--- src/rtl/regfile_pkg.sv ---
// Constants and carrier types for the processor register file
package regfile_pkg;

  // ****************************************
  // Widths and reset values
  // ****************************************
  localparam int          BYTE_W       = 8;
  localparam int          WORD_W       = 16;
  localparam int          REG_BITS     = 208;
  localparam logic [15:0] PC_RST       = 16'h0000;
  localparam logic [15:0] SP_RST       = 16'hFFFF;
  localparam logic [7:0]  VPAGE_RST    = 8'h00;
  localparam logic [7:0]  STEP_RST     = 8'h00;
  localparam logic [7:0]  BYTE_RST     = 8'h00;
  localparam logic [15:0] PC_STEP      = 16'h0001;
  localparam logic [15:0] SP_STEP      = 16'h0002;
  localparam logic [6:0]  STEP_INC     = 7'h01;
  localparam int          STEP_MSB     = 7;
  localparam int          ZERO_FLAG    = 6;
  localparam int          GEN_ENTRIES  = 12;

  // ****************************************
  // Selectors
  // ****************************************
  typedef enum logic [1:0] {
    PAIR_BC = 2'b00,
    PAIR_DE = 2'b01,
    PAIR_HL = 2'b10
  } gen_pair_e;

  typedef enum logic [2:0] {
    WSRC_PC  = 3'b000,
    WSRC_SP  = 3'b001,
    WSRC_IXF = 3'b010,
    WSRC_IXS = 3'b011,
    WSRC_GEN = 3'b100
  } word_sel_e;

  typedef enum logic [1:0] {
    ADDR_PC      = 2'b00,
    ADDR_SP      = 2'b01,
    ADDR_IDX     = 2'b10,
    ADDR_VECTOR  = 2'b11
  } addr_src_e;

  // ****************************************
  // Carriers
  // ****************************************
  typedef struct packed {
    logic        pc_load;
    logic [15:0] pc_val;
    logic        pc_inc;
    logic        sp_load;
    logic [15:0] sp_val;
    logic        push;
    logic        pop;
    logic        ixf_load;
    logic        ixs_load;
    logic [15:0] idx_val;
    logic        vpage_load;
    logic        step_load;
    logic        fetch_done;
    logic        acc_load;
    logic        flag_load;
    logic [7:0]  byte_val;
    logic        gen_we;
    logic [3:0]  gen_idx;
    logic        gen_pair_we;
    gen_pair_e   gen_pair;
    logic        ex_af;
    logic        ex_gen;
  } rf_ctrl_s;

  typedef struct packed {
    logic        refresh;
    addr_src_e   src;
    logic        idx_second;
    logic [7:0]  disp;
    logic [7:0]  vec_low;
  } addr_ctrl_s;

endpackage

--- src/rtl/cpu_register_file.sv ---
// Programmer-visible register file: special registers, banked sets, address output
`timescale 1ns/1ps
module cpu_register_file
  import regfile_pkg::*;
(
  input  wire logic        mclk_i,
  input  wire logic        rst_b_i,
  input  wire rf_ctrl_s    ctl_i,
  input  wire addr_ctrl_s  addr_ctl_i,
  input  wire logic [7:0]  alu_flags_i,
  input  wire logic [3:0]  gen_rd_idx_i,
  input  wire gen_pair_e   gen_rd_pair_i,
  input  wire word_sel_e   word_rd_sel_i,
  output logic [15:0]      addr_o,
  output logic             dram_cycle_flag_b_o,
  output logic [15:0]      program_counter_o,
  output logic [15:0]      stack_pointer_o,
  output logic [15:0]      index_base_first_o,
  output logic [15:0]      index_base_second_o,
  output logic [7:0]       vector_page_o,
  output logic [7:0]       cycle_step_count_o,
  output logic [7:0]       acc_o,
  output logic [7:0]       flags_o,
  output logic             zero_o,
  output logic [7:0]       gen_byte_o,
  output logic [15:0]      word_o,
  output logic             af_bank_o,
  output logic             gen_bank_o
);

  // ****************************************
  // Special purpose registers
  // ****************************************
  logic [15:0] pc_r;
  logic [15:0] sp_r;
  logic [15:0] ixf_r;
  logic [15:0] ixs_r;
  logic [7:0]  vpage_r;
  logic [7:0]  step_r;
  logic [7:0]  step_nxt;
  logic        af_bank_r;
  logic        gen_bank_r;
  logic [7:0]  acc_r  [2];
  logic [7:0]  flag_r [2];
  logic [15:0] gen_pair_q;
  logic [15:0] word_r;

  // Jump load wins over the increment
  always_ff @(posedge mclk_i or negedge rst_b_i) begin
    if (!rst_b_i) begin
      pc_r <= PC_RST;
    end else if (ctl_i.pc_load) begin
      pc_r <= ctl_i.pc_val;
    end else if (ctl_i.pc_inc) begin
      pc_r <= pc_r + PC_STEP;
    end
  end

  // Stack grows downward; pop undoes the matching push so LIFO order holds
  always_ff @(posedge mclk_i or negedge rst_b_i) begin
    if (!rst_b_i) begin
      sp_r <= SP_RST;
    end else if (ctl_i.sp_load) begin
      sp_r <= ctl_i.sp_val;
    end else if (ctl_i.push && !ctl_i.pop) begin
      sp_r <= sp_r - SP_STEP;
    end else if (ctl_i.pop && !ctl_i.push) begin
      sp_r <= sp_r + SP_STEP;
    end
  end

  always_ff @(posedge mclk_i or negedge rst_b_i) begin
    if (!rst_b_i) begin
      ixf_r <= {BYTE_RST, BYTE_RST};
      ixs_r <= {BYTE_RST, BYTE_RST};
    end else begin
      if (ctl_i.ixf_load) begin
        ixf_r <= ctl_i.idx_val;
      end
      if (ctl_i.ixs_load) begin
        ixs_r <= ctl_i.idx_val;
      end
    end
  end

  always_ff @(posedge mclk_i or negedge rst_b_i) begin
    if (!rst_b_i) begin
      vpage_r <= VPAGE_RST;
    end else if (ctl_i.vpage_load) begin
      vpage_r <= ctl_i.byte_val;
    end
  end

  // ****************************************
  // Refresh counter
  // ****************************************
  // Top bit is only ever changed by an explicit load or by reset
  always_comb begin
    step_nxt = step_r;
    if (ctl_i.step_load) begin
      step_nxt = ctl_i.byte_val;
    end else if (ctl_i.fetch_done) begin
      step_nxt = {step_r[STEP_MSB], step_r[6:0] + STEP_INC};
    end
  end

  always_ff @(posedge mclk_i or negedge rst_b_i) begin
    if (!rst_b_i) begin
      step_r <= STEP_RST;
    end else begin
      step_r <= step_nxt;
    end
  end

  // ****************************************
  // Banked accumulator/flags
  // ****************************************
  always_ff @(posedge mclk_i or negedge rst_b_i) begin
    if (!rst_b_i) begin
      af_bank_r <= 1'b0;
    end else if (ctl_i.ex_af) begin
      af_bank_r <= !af_bank_r;
    end
  end

  always_ff @(posedge mclk_i or negedge rst_b_i) begin
    if (!rst_b_i) begin
      gen_bank_r <= 1'b0;
    end else if (ctl_i.ex_gen) begin
      gen_bank_r <= !gen_bank_r;
    end
  end

  genvar b;
  generate
    for (b = 0; b < 2; b++) begin : g_af
      always_ff @(posedge mclk_i or negedge rst_b_i) begin
        if (!rst_b_i) begin
          acc_r[b]  <= BYTE_RST;
          flag_r[b] <= BYTE_RST;
        end else if (af_bank_r == 1'(b)) begin
          if (ctl_i.acc_load) begin
            acc_r[b] <= ctl_i.byte_val;
          end
          if (ctl_i.flag_load) begin
            flag_r[b] <= alu_flags_i;
          end
        end
      end
    end
  endgenerate

  // ****************************************
  // General register banks
  // ****************************************
  gen_bank_mem u_gen (
    .mclk_i       (mclk_i),
    .rst_b_i      (rst_b_i),
    .bank_i       (gen_bank_r),
    .we_i         (ctl_i.gen_we),
    .idx_i        (ctl_i.gen_idx),
    .wdata_i      (ctl_i.byte_val),
    .pair_we_i    (ctl_i.gen_pair_we),
    .pair_i       (ctl_i.gen_pair),
    .pair_wdata_i (ctl_i.idx_val),
    .rd_idx_i     (gen_rd_idx_i),
    .rd_pair_i    (gen_rd_pair_i),
    .rdata_o      (gen_byte_o),
    .pair_rdata_o (gen_pair_q)
  );

  // Word read port is registered so it aligns with the general bank read
  always_ff @(posedge mclk_i or negedge rst_b_i) begin
    if (!rst_b_i) begin
      word_r <= PC_RST;
    end else begin
      unique case (word_rd_sel_i)
        WSRC_PC:  word_r <= pc_r;
        WSRC_SP:  word_r <= sp_r;
        WSRC_IXF: word_r <= ixf_r;
        WSRC_IXS: word_r <= ixs_r;
        default:  word_r <= PC_RST;
      endcase
    end
  end

  assign word_o = (word_rd_sel_i == WSRC_GEN) ? gen_pair_q : word_r;

  // ****************************************
  // Address bus
  // ****************************************
  addr_gen u_addr (
    .mclk_i              (mclk_i),
    .rst_b_i             (rst_b_i),
    .ctl_i               (addr_ctl_i),
    .pc_i                (pc_r),
    .sp_i                (sp_r),
    .ixf_i               (ixf_r),
    .ixs_i               (ixs_r),
    .vpage_i             (vpage_r),
    .step_i              (step_r),
    .addr_o              (addr_o),
    .dram_cycle_flag_b_o (dram_cycle_flag_b_o)
  );

  assign program_counter_o   = pc_r;
  assign stack_pointer_o     = sp_r;
  assign index_base_first_o  = ixf_r;
  assign index_base_second_o = ixs_r;
  assign vector_page_o       = vpage_r;
  assign cycle_step_count_o  = step_r;
  assign acc_o               = acc_r[af_bank_r];
  assign flags_o             = flag_r[af_bank_r];
  assign zero_o              = flag_r[af_bank_r][ZERO_FLAG];
  assign af_bank_o           = af_bank_r;
  assign gen_bank_o          = gen_bank_r;

endmodule

--- src/rtl/gen_bank_mem.sv ---
// Two banks of six general byte registers with registered read
`timescale 1ns/1ps
module gen_bank_mem
  import regfile_pkg::*;
(
  input  wire logic        mclk_i,
  input  wire logic        rst_b_i,
  input  wire logic        bank_i,
  input  wire logic        we_i,
  input  wire logic [3:0]  idx_i,
  input  wire logic [7:0]  wdata_i,
  input  wire logic        pair_we_i,
  input  wire gen_pair_e   pair_i,
  input  wire logic [15:0] pair_wdata_i,
  input  wire logic [3:0]  rd_idx_i,
  input  wire gen_pair_e   rd_pair_i,
  output logic [7:0]       rdata_o,
  output logic [15:0]      pair_rdata_o
);

  logic [7:0] mem_r [GEN_ENTRIES];
  logic [3:0] hi_idx;
  logic [3:0] lo_idx;
  logic [3:0] rd_hi;

  // Entry = bank*6 + byte; pair hi byte is even, lo byte odd
  assign hi_idx = (bank_i ? 4'h6 : 4'h0) + {1'b0, pair_i, 1'b0};
  assign lo_idx = hi_idx + 4'h1;
  assign rd_hi  = (bank_i ? 4'h6 : 4'h0) + {1'b0, rd_pair_i, 1'b0};

  genvar g;
  generate
    for (g = 0; g < GEN_ENTRIES; g++) begin : g_ent
      always_ff @(posedge mclk_i or negedge rst_b_i) begin
        if (!rst_b_i) begin
          mem_r[g] <= BYTE_RST;
        end else if (pair_we_i && hi_idx == 4'(g)) begin
          mem_r[g] <= pair_wdata_i[15:8];
        end else if (pair_we_i && lo_idx == 4'(g)) begin
          mem_r[g] <= pair_wdata_i[7:0];
        end else if (we_i && (bank_i ? 4'h6 : 4'h0) + idx_i == 4'(g)) begin
          mem_r[g] <= wdata_i;
        end
      end
    end
  endgenerate

  always_ff @(posedge mclk_i or negedge rst_b_i) begin
    if (!rst_b_i) begin
      rdata_o      <= BYTE_RST;
      pair_rdata_o <= {BYTE_RST, BYTE_RST};
    end else begin
      rdata_o      <= mem_r[(bank_i ? 4'h6 : 4'h0) + rd_idx_i];
      pair_rdata_o <= {mem_r[rd_hi], mem_r[rd_hi + 4'h1]};
    end
  end

endmodule

--- src/rtl/addr_gen.sv ---
// Address bus source selection and effective address arithmetic
`timescale 1ns/1ps
module addr_gen
  import regfile_pkg::*;
(
  input  wire logic        mclk_i,
  input  wire logic        rst_b_i,
  input  wire addr_ctrl_s  ctl_i,
  input  wire logic [15:0] pc_i,
  input  wire logic [15:0] sp_i,
  input  wire logic [15:0] ixf_i,
  input  wire logic [15:0] ixs_i,
  input  wire logic [7:0]  vpage_i,
  input  wire logic [7:0]  step_i,
  output logic [15:0]      addr_o,
  output logic             dram_cycle_flag_b_o
);

  logic [15:0] base;
  logic [15:0] eff;
  logic [15:0] addr_nxt;

  assign base = ctl_i.idx_second ? ixs_i : ixf_i;
  assign eff  = base + {{8{ctl_i.disp[7]}}, ctl_i.disp};

  always_comb begin
    addr_nxt = pc_i;
    if (ctl_i.refresh) begin
      addr_nxt = {vpage_i, step_i};
    end else begin
      unique case (ctl_i.src)
        ADDR_PC:     addr_nxt = pc_i;
        ADDR_SP:     addr_nxt = sp_i;
        ADDR_IDX:    addr_nxt = eff;
        ADDR_VECTOR: addr_nxt = {vpage_i, ctl_i.vec_low};
      endcase
    end
  end

  always_ff @(posedge mclk_i or negedge rst_b_i) begin
    if (!rst_b_i) begin
      addr_o              <= PC_RST;
      dram_cycle_flag_b_o <= 1'b1;
    end else begin
      addr_o              <= addr_nxt;
      dram_cycle_flag_b_o <= !ctl_i.refresh;
    end
  end

endmodule

--- config.mk ---
export PLATFORM = sky130hd
export DESIGN_NAME = cpu_register_file
export DESIGN_NICKNAME = d
export VERILOG_FILES = /design/src/rtl/regfile_pkg.sv /design/src/rtl/cpu_register_file.sv /design/src/rtl/gen_bank_mem.sv /design/src/rtl/addr_gen.sv
export SDC_FILE = /design/constraint.sdc
export NUM_CORES = 1
export LEC_CHECK = 0
export BUFFER_PORTS_ARGS = -buffer_cell sky130_fd_sc_hd__buf_2
export CORE_ASPECT_RATIO = 0.7
export CORE_MARGIN = 8
export CORE_UTILIZATION = 49
export DETAILED_ROUTE_END_ITERATION = 10
export GPL_TIMING_DRIVEN = 0
export HOLD_SLACK_MARGIN = 0.03
export PLACE_DENSITY = 0.78
export SYNTH_ARGS = -nofsm -noshare
export SYNTH_HDL_FRONTEND = slang
export SYNTH_SLANG_ARGS = --single-unit
--- constraint.sdc ---
create_clock -name mclk_i -period 3.71 [get_ports mclk_i]
set_clock_uncertainty 0.15 [all_clocks]
set_input_delay 0 -clock mclk_i [delete_from_list [all_inputs] [get_ports mclk_i]]
set_output_delay 0 -clock mclk_i [all_outputs]
set_load 0.005 [all_outputs]
==> results.md <==
- Status: complete, no violations
- Post-Place Cells: a little over 2000
- Pre-antenna DRT Iters: 7
- Worst-path clk slew: 70 ps
- Clock Path Buffers: 3
- GRT overflow: 0
- Total GRT Usage: slightly below 30%
- Distinct cells, synth: 63
- Min Clock Period, post-route: roughly 3600 ps
- Drt first-iter violations: 1635
- Post-DRT Antenna Nets: 0
- Rows: 54
- Core Box Area: 0.0309 mm2
- Hold WC Path Type: in2reg
- HPWL after DPL: just under 40000 um
- Worst Setup End Kind: flip-flop
- Slew Viols, Final: 0
- Leak pwr: slightly below 9 nW
- Setup TNS: 0 ps
- Die ar.: 0.0371 mm2
- Met2 WL post-DR: between 20000 and 25000 um
- Met3 WL post-DR: about 6900 um
- Initial Util: 49.3%
- Async set-reset flop share out of synthesis: 100%
- Setup ws final: between 80 and 90 ps
- Fin crit share: 97.6%
- Final hold vios: 0
- DRC violations left: 0
- DIE HEIGHT: between 150 and 200 um
- Largest net degree at the start of global routing: about 120
- Port bufs: ~230
- Unrepaired setup endpoints after global routing: false
- First-pass GRT wire length: about 84000 um
- Total CTS buffers: 28
- Share of cells above drive strength 1: 28.8%
- Die width: 227 um
- HP Start: gen_rd_idx_i[0]
- CTS sink count: 267
- Sequential cell area fraction in the yosys report: a little over two fifths
- Gpl congestion: ~0.95
- Non-Filler Instances: 2252
- Syn Area/Cell: between 10 and 15 um2
- Final nets: slightly below 2000
- Critical Path AT: 3980 ps
- PD cells: between 600 and 700 mW/mm2
- Worst-path fanout max: 4
- FF-to-FF Start: index_base_second_o[1]
- DR WL/cell: between 20 and 25 um
- Req. time, crit path: between 4000 and 5000 ps
- Highest Signal Layer: met5
- Vias per cell: approximately 6.1
- M1 wire length: between 20000 and 25000 um
- Root Driver: clkbuf_16
- H-tree depth: 1
- Clk Latency, worst-skew pair: 560 ps
- Routed WL: approximately 56000 um
- CP Launch Type: flip-flop
- Worst vdd ir: a little under 0.6 mV
- Synth Instances: around 1400
- Worst-margin pin slew: around 1000 ps
- Top_reg_cell synth: dfrtp_1
- Post-Place Setup Slack: approximately 330 ps
- CTS tree: yes
- Synthesis Warnings: 0
- Highest clock rate: roughly 0.28 GHz
- Antenna violations before repair: 1
- Crit path launch: index_base_second_o[1]
- Vias in the first global route: 14000
- Synth-to-Final Area Change: 29.4%
- DR vias: about 14000
- Total of max-cap violations: 0
- EDFF count, synth: 0
- Io pins: between 200 and 300
- Syn_nets: about 1500
- Setup CP Type: reg2reg
- Relative slew slack: 30.9%
- Cell Area, Synth: roughly 0.015 mm2
- Synthesized flop and latch total: about 270
- Fillers: 2401
- Count of final setup violators: 0
==> metrics by stage <==
| stage | instance area, um2 | power [mW] | hold WS, ps | util (%) |
|---|---|---|---|---|
| final | 19700 | 13.4 | 52.9 | 63.8 |
| after global routing | 19700 | 14.0 | 72.9 | 63.8 |
| after CTS | 19600 | 13.2 | 35.2 | 63.6 |
| after detailed placement | 17000 | 9.94 | -244 | 55.0 |
| after global placement | 16900 | 9.74 | 35.8 | 54.7 |
| after floorplan | 15200 | 8.08 | -446 | - |
==> logic make-up (layout without fill, tap and decap cells) <==
logic type / Yosys count / in the layout / share of synthesized area, %
fa+ha+maj: 40 / 40 / 3.58
simple gates: 293 / 293 / 8.86
flops: 267 / 267 / 44.0
buf+inv: 140 / 596 / 3.62
other cells: 0 / 4 / 0
xor+xnor: 46 / 46 / 2.64
mux: 321 / 321 / 27.2
compound gates: 265 / 265 / 10.1
==> synth_stat cells (4+ instances only) <==
cell type	n	area share, %
nor3_1	5	0.16
mux4_2	61	9.0
a21oi_1	92	3.0
nand3_1	9	0.30
a21o_1	9	0.44
mux2_2	130	9.6
a31oi_1	5	0.21
o21ai_1	4	0.13
nand2b_1	7	0.29
xor2_1	23	1.3
and3_1	5	0.21
fa_1	6	0.79
dfrtp_1	250	41
o21a_1	10	0.49
mux2i_1	130	8.5
o21ai_0	85	2.8
dfstp_2	17	2.9
a211oi_1	6	0.30
nand2_1	120	3.0
clkbuf_1	58	1.4
nor2b_1	21	0.86
buf_2	15	0.49
nor2_1	93	2.3
xnor2_1	23	1.3
o22ai_1	24	0.99
ha_1	34	2.8
a22oi_1	6	0.30
nand4_1	9	0.37
inv_1	40	0.99
buf_1	24	0.59
==> layer usage <==
| metal | vias to the layer above | global-route usage [%] |
|---|---|---|
| li1 | 5811 | - |
| met1 | 6807 | 40.5 |
| met2 | 934 | 42.4 |
| met3 | 192 | 10.3 |
| met4 | 2 | 11.9 |
| met5 | - | 0 |
==> layout make-up <==
type / count / area, um2 / area share [%]
Inverter: 41 / 154 / 0.781
Clock buffer: 37 / 826 / 4.19
Antenna cell: 4 / 10.0 / 0.0508
Tap cell: 420 / 526 / 2.67
Timing Repair Buffer: 405 / 2970 / 15.1
Sequential cell: 267 / 6700 / 34.0
Buffer: 99 / 398 / 2.02
Multi-Input combinational cell: 965 / 8000 / 40.6
Clock inverter: 14 / 130 / 0.660
==> power by group <==
part           total (mW)  switching [mW]  internal [mW]  leakage [nW]
sequential           4.73           0.793           3.94          3.15
clock                2.95            1.25           1.70         0.482
combinational        5.68            2.91           2.78          5.16
total                13.4            4.95           8.42          8.79
==> placed cells by master, fill, tap and decap left out, drive strengths merged, types with 10 or more instances in the layout <==
cell type	netlist	layout
buf	41	276
dfrtp	250	250
dlygate4sd3	0	170
mux2	130	130
mux2i	130	130
nand2	120	120
nor2	96	96
clkbuf	58	95
a21oi	93	93
o21ai	90	90
mux4	61	61
inv	40	42
ha	34	34
o22ai	24	24
xnor2	23	23
xor2	23	23
nor2b	22	22
dfstp	17	17
o21a	10	10
clkinv	1	10
==> registers in the layout, indices dropped and copies added (netlist names) <==
signal	flops
word_r	16
stack_pointer_o	16
acc_r	16
vector_page_o	8
u_gen.mem_r	96
u_addr.dram_cycle_flag_b_o	1
index_base_second_o	16
u_addr.addr_o	16
u_gen.rdata_o	8
gen_bank_o	1
af_bank_o	1
u_gen.pair_rdata_o	16
index_base_first_o	16
program_counter_o	16
flag_r	16
cycle_step_count_o	8
==> path summary, 6_finish.rpt <==
path                                      end  slack, ps  depth (start not counted)
setup / recovery             u_addr.addr_o[5]         90                         11
hold / removal               u_gen.rdata_o[7]         50                          4
setup reg to reg             u_addr.addr_o[5]         90                         11
hold reg to reg                    flag_r[13]        350                          1
max in group asynchronous     u_gen.mem_r[63]       1750                          5
min in group asynchronous  stack_pointer_o[7]        470                          3
==> worst max-delay path: stages (launching register included) <==
cell,delay (ps)
dfrtp_1,430
mux2_2,330
ha_1,300
a211oi_1,250
nor2_1,150
o21a_1,190
nor2_1,110
xor2_1,90
o211a_1,210
dlygate4sd3_1,560
a221oi_1,220
dlygate4sd3_1,580
==> timing repair <==
action,CTS,global route
setup buffers,0,4
endpoints found under the setup margin,0,2
endpoints found under the hold margin,390,2
hold buffers,170,1
resized for setup,0,1
(Power assumes the default switching activity.)
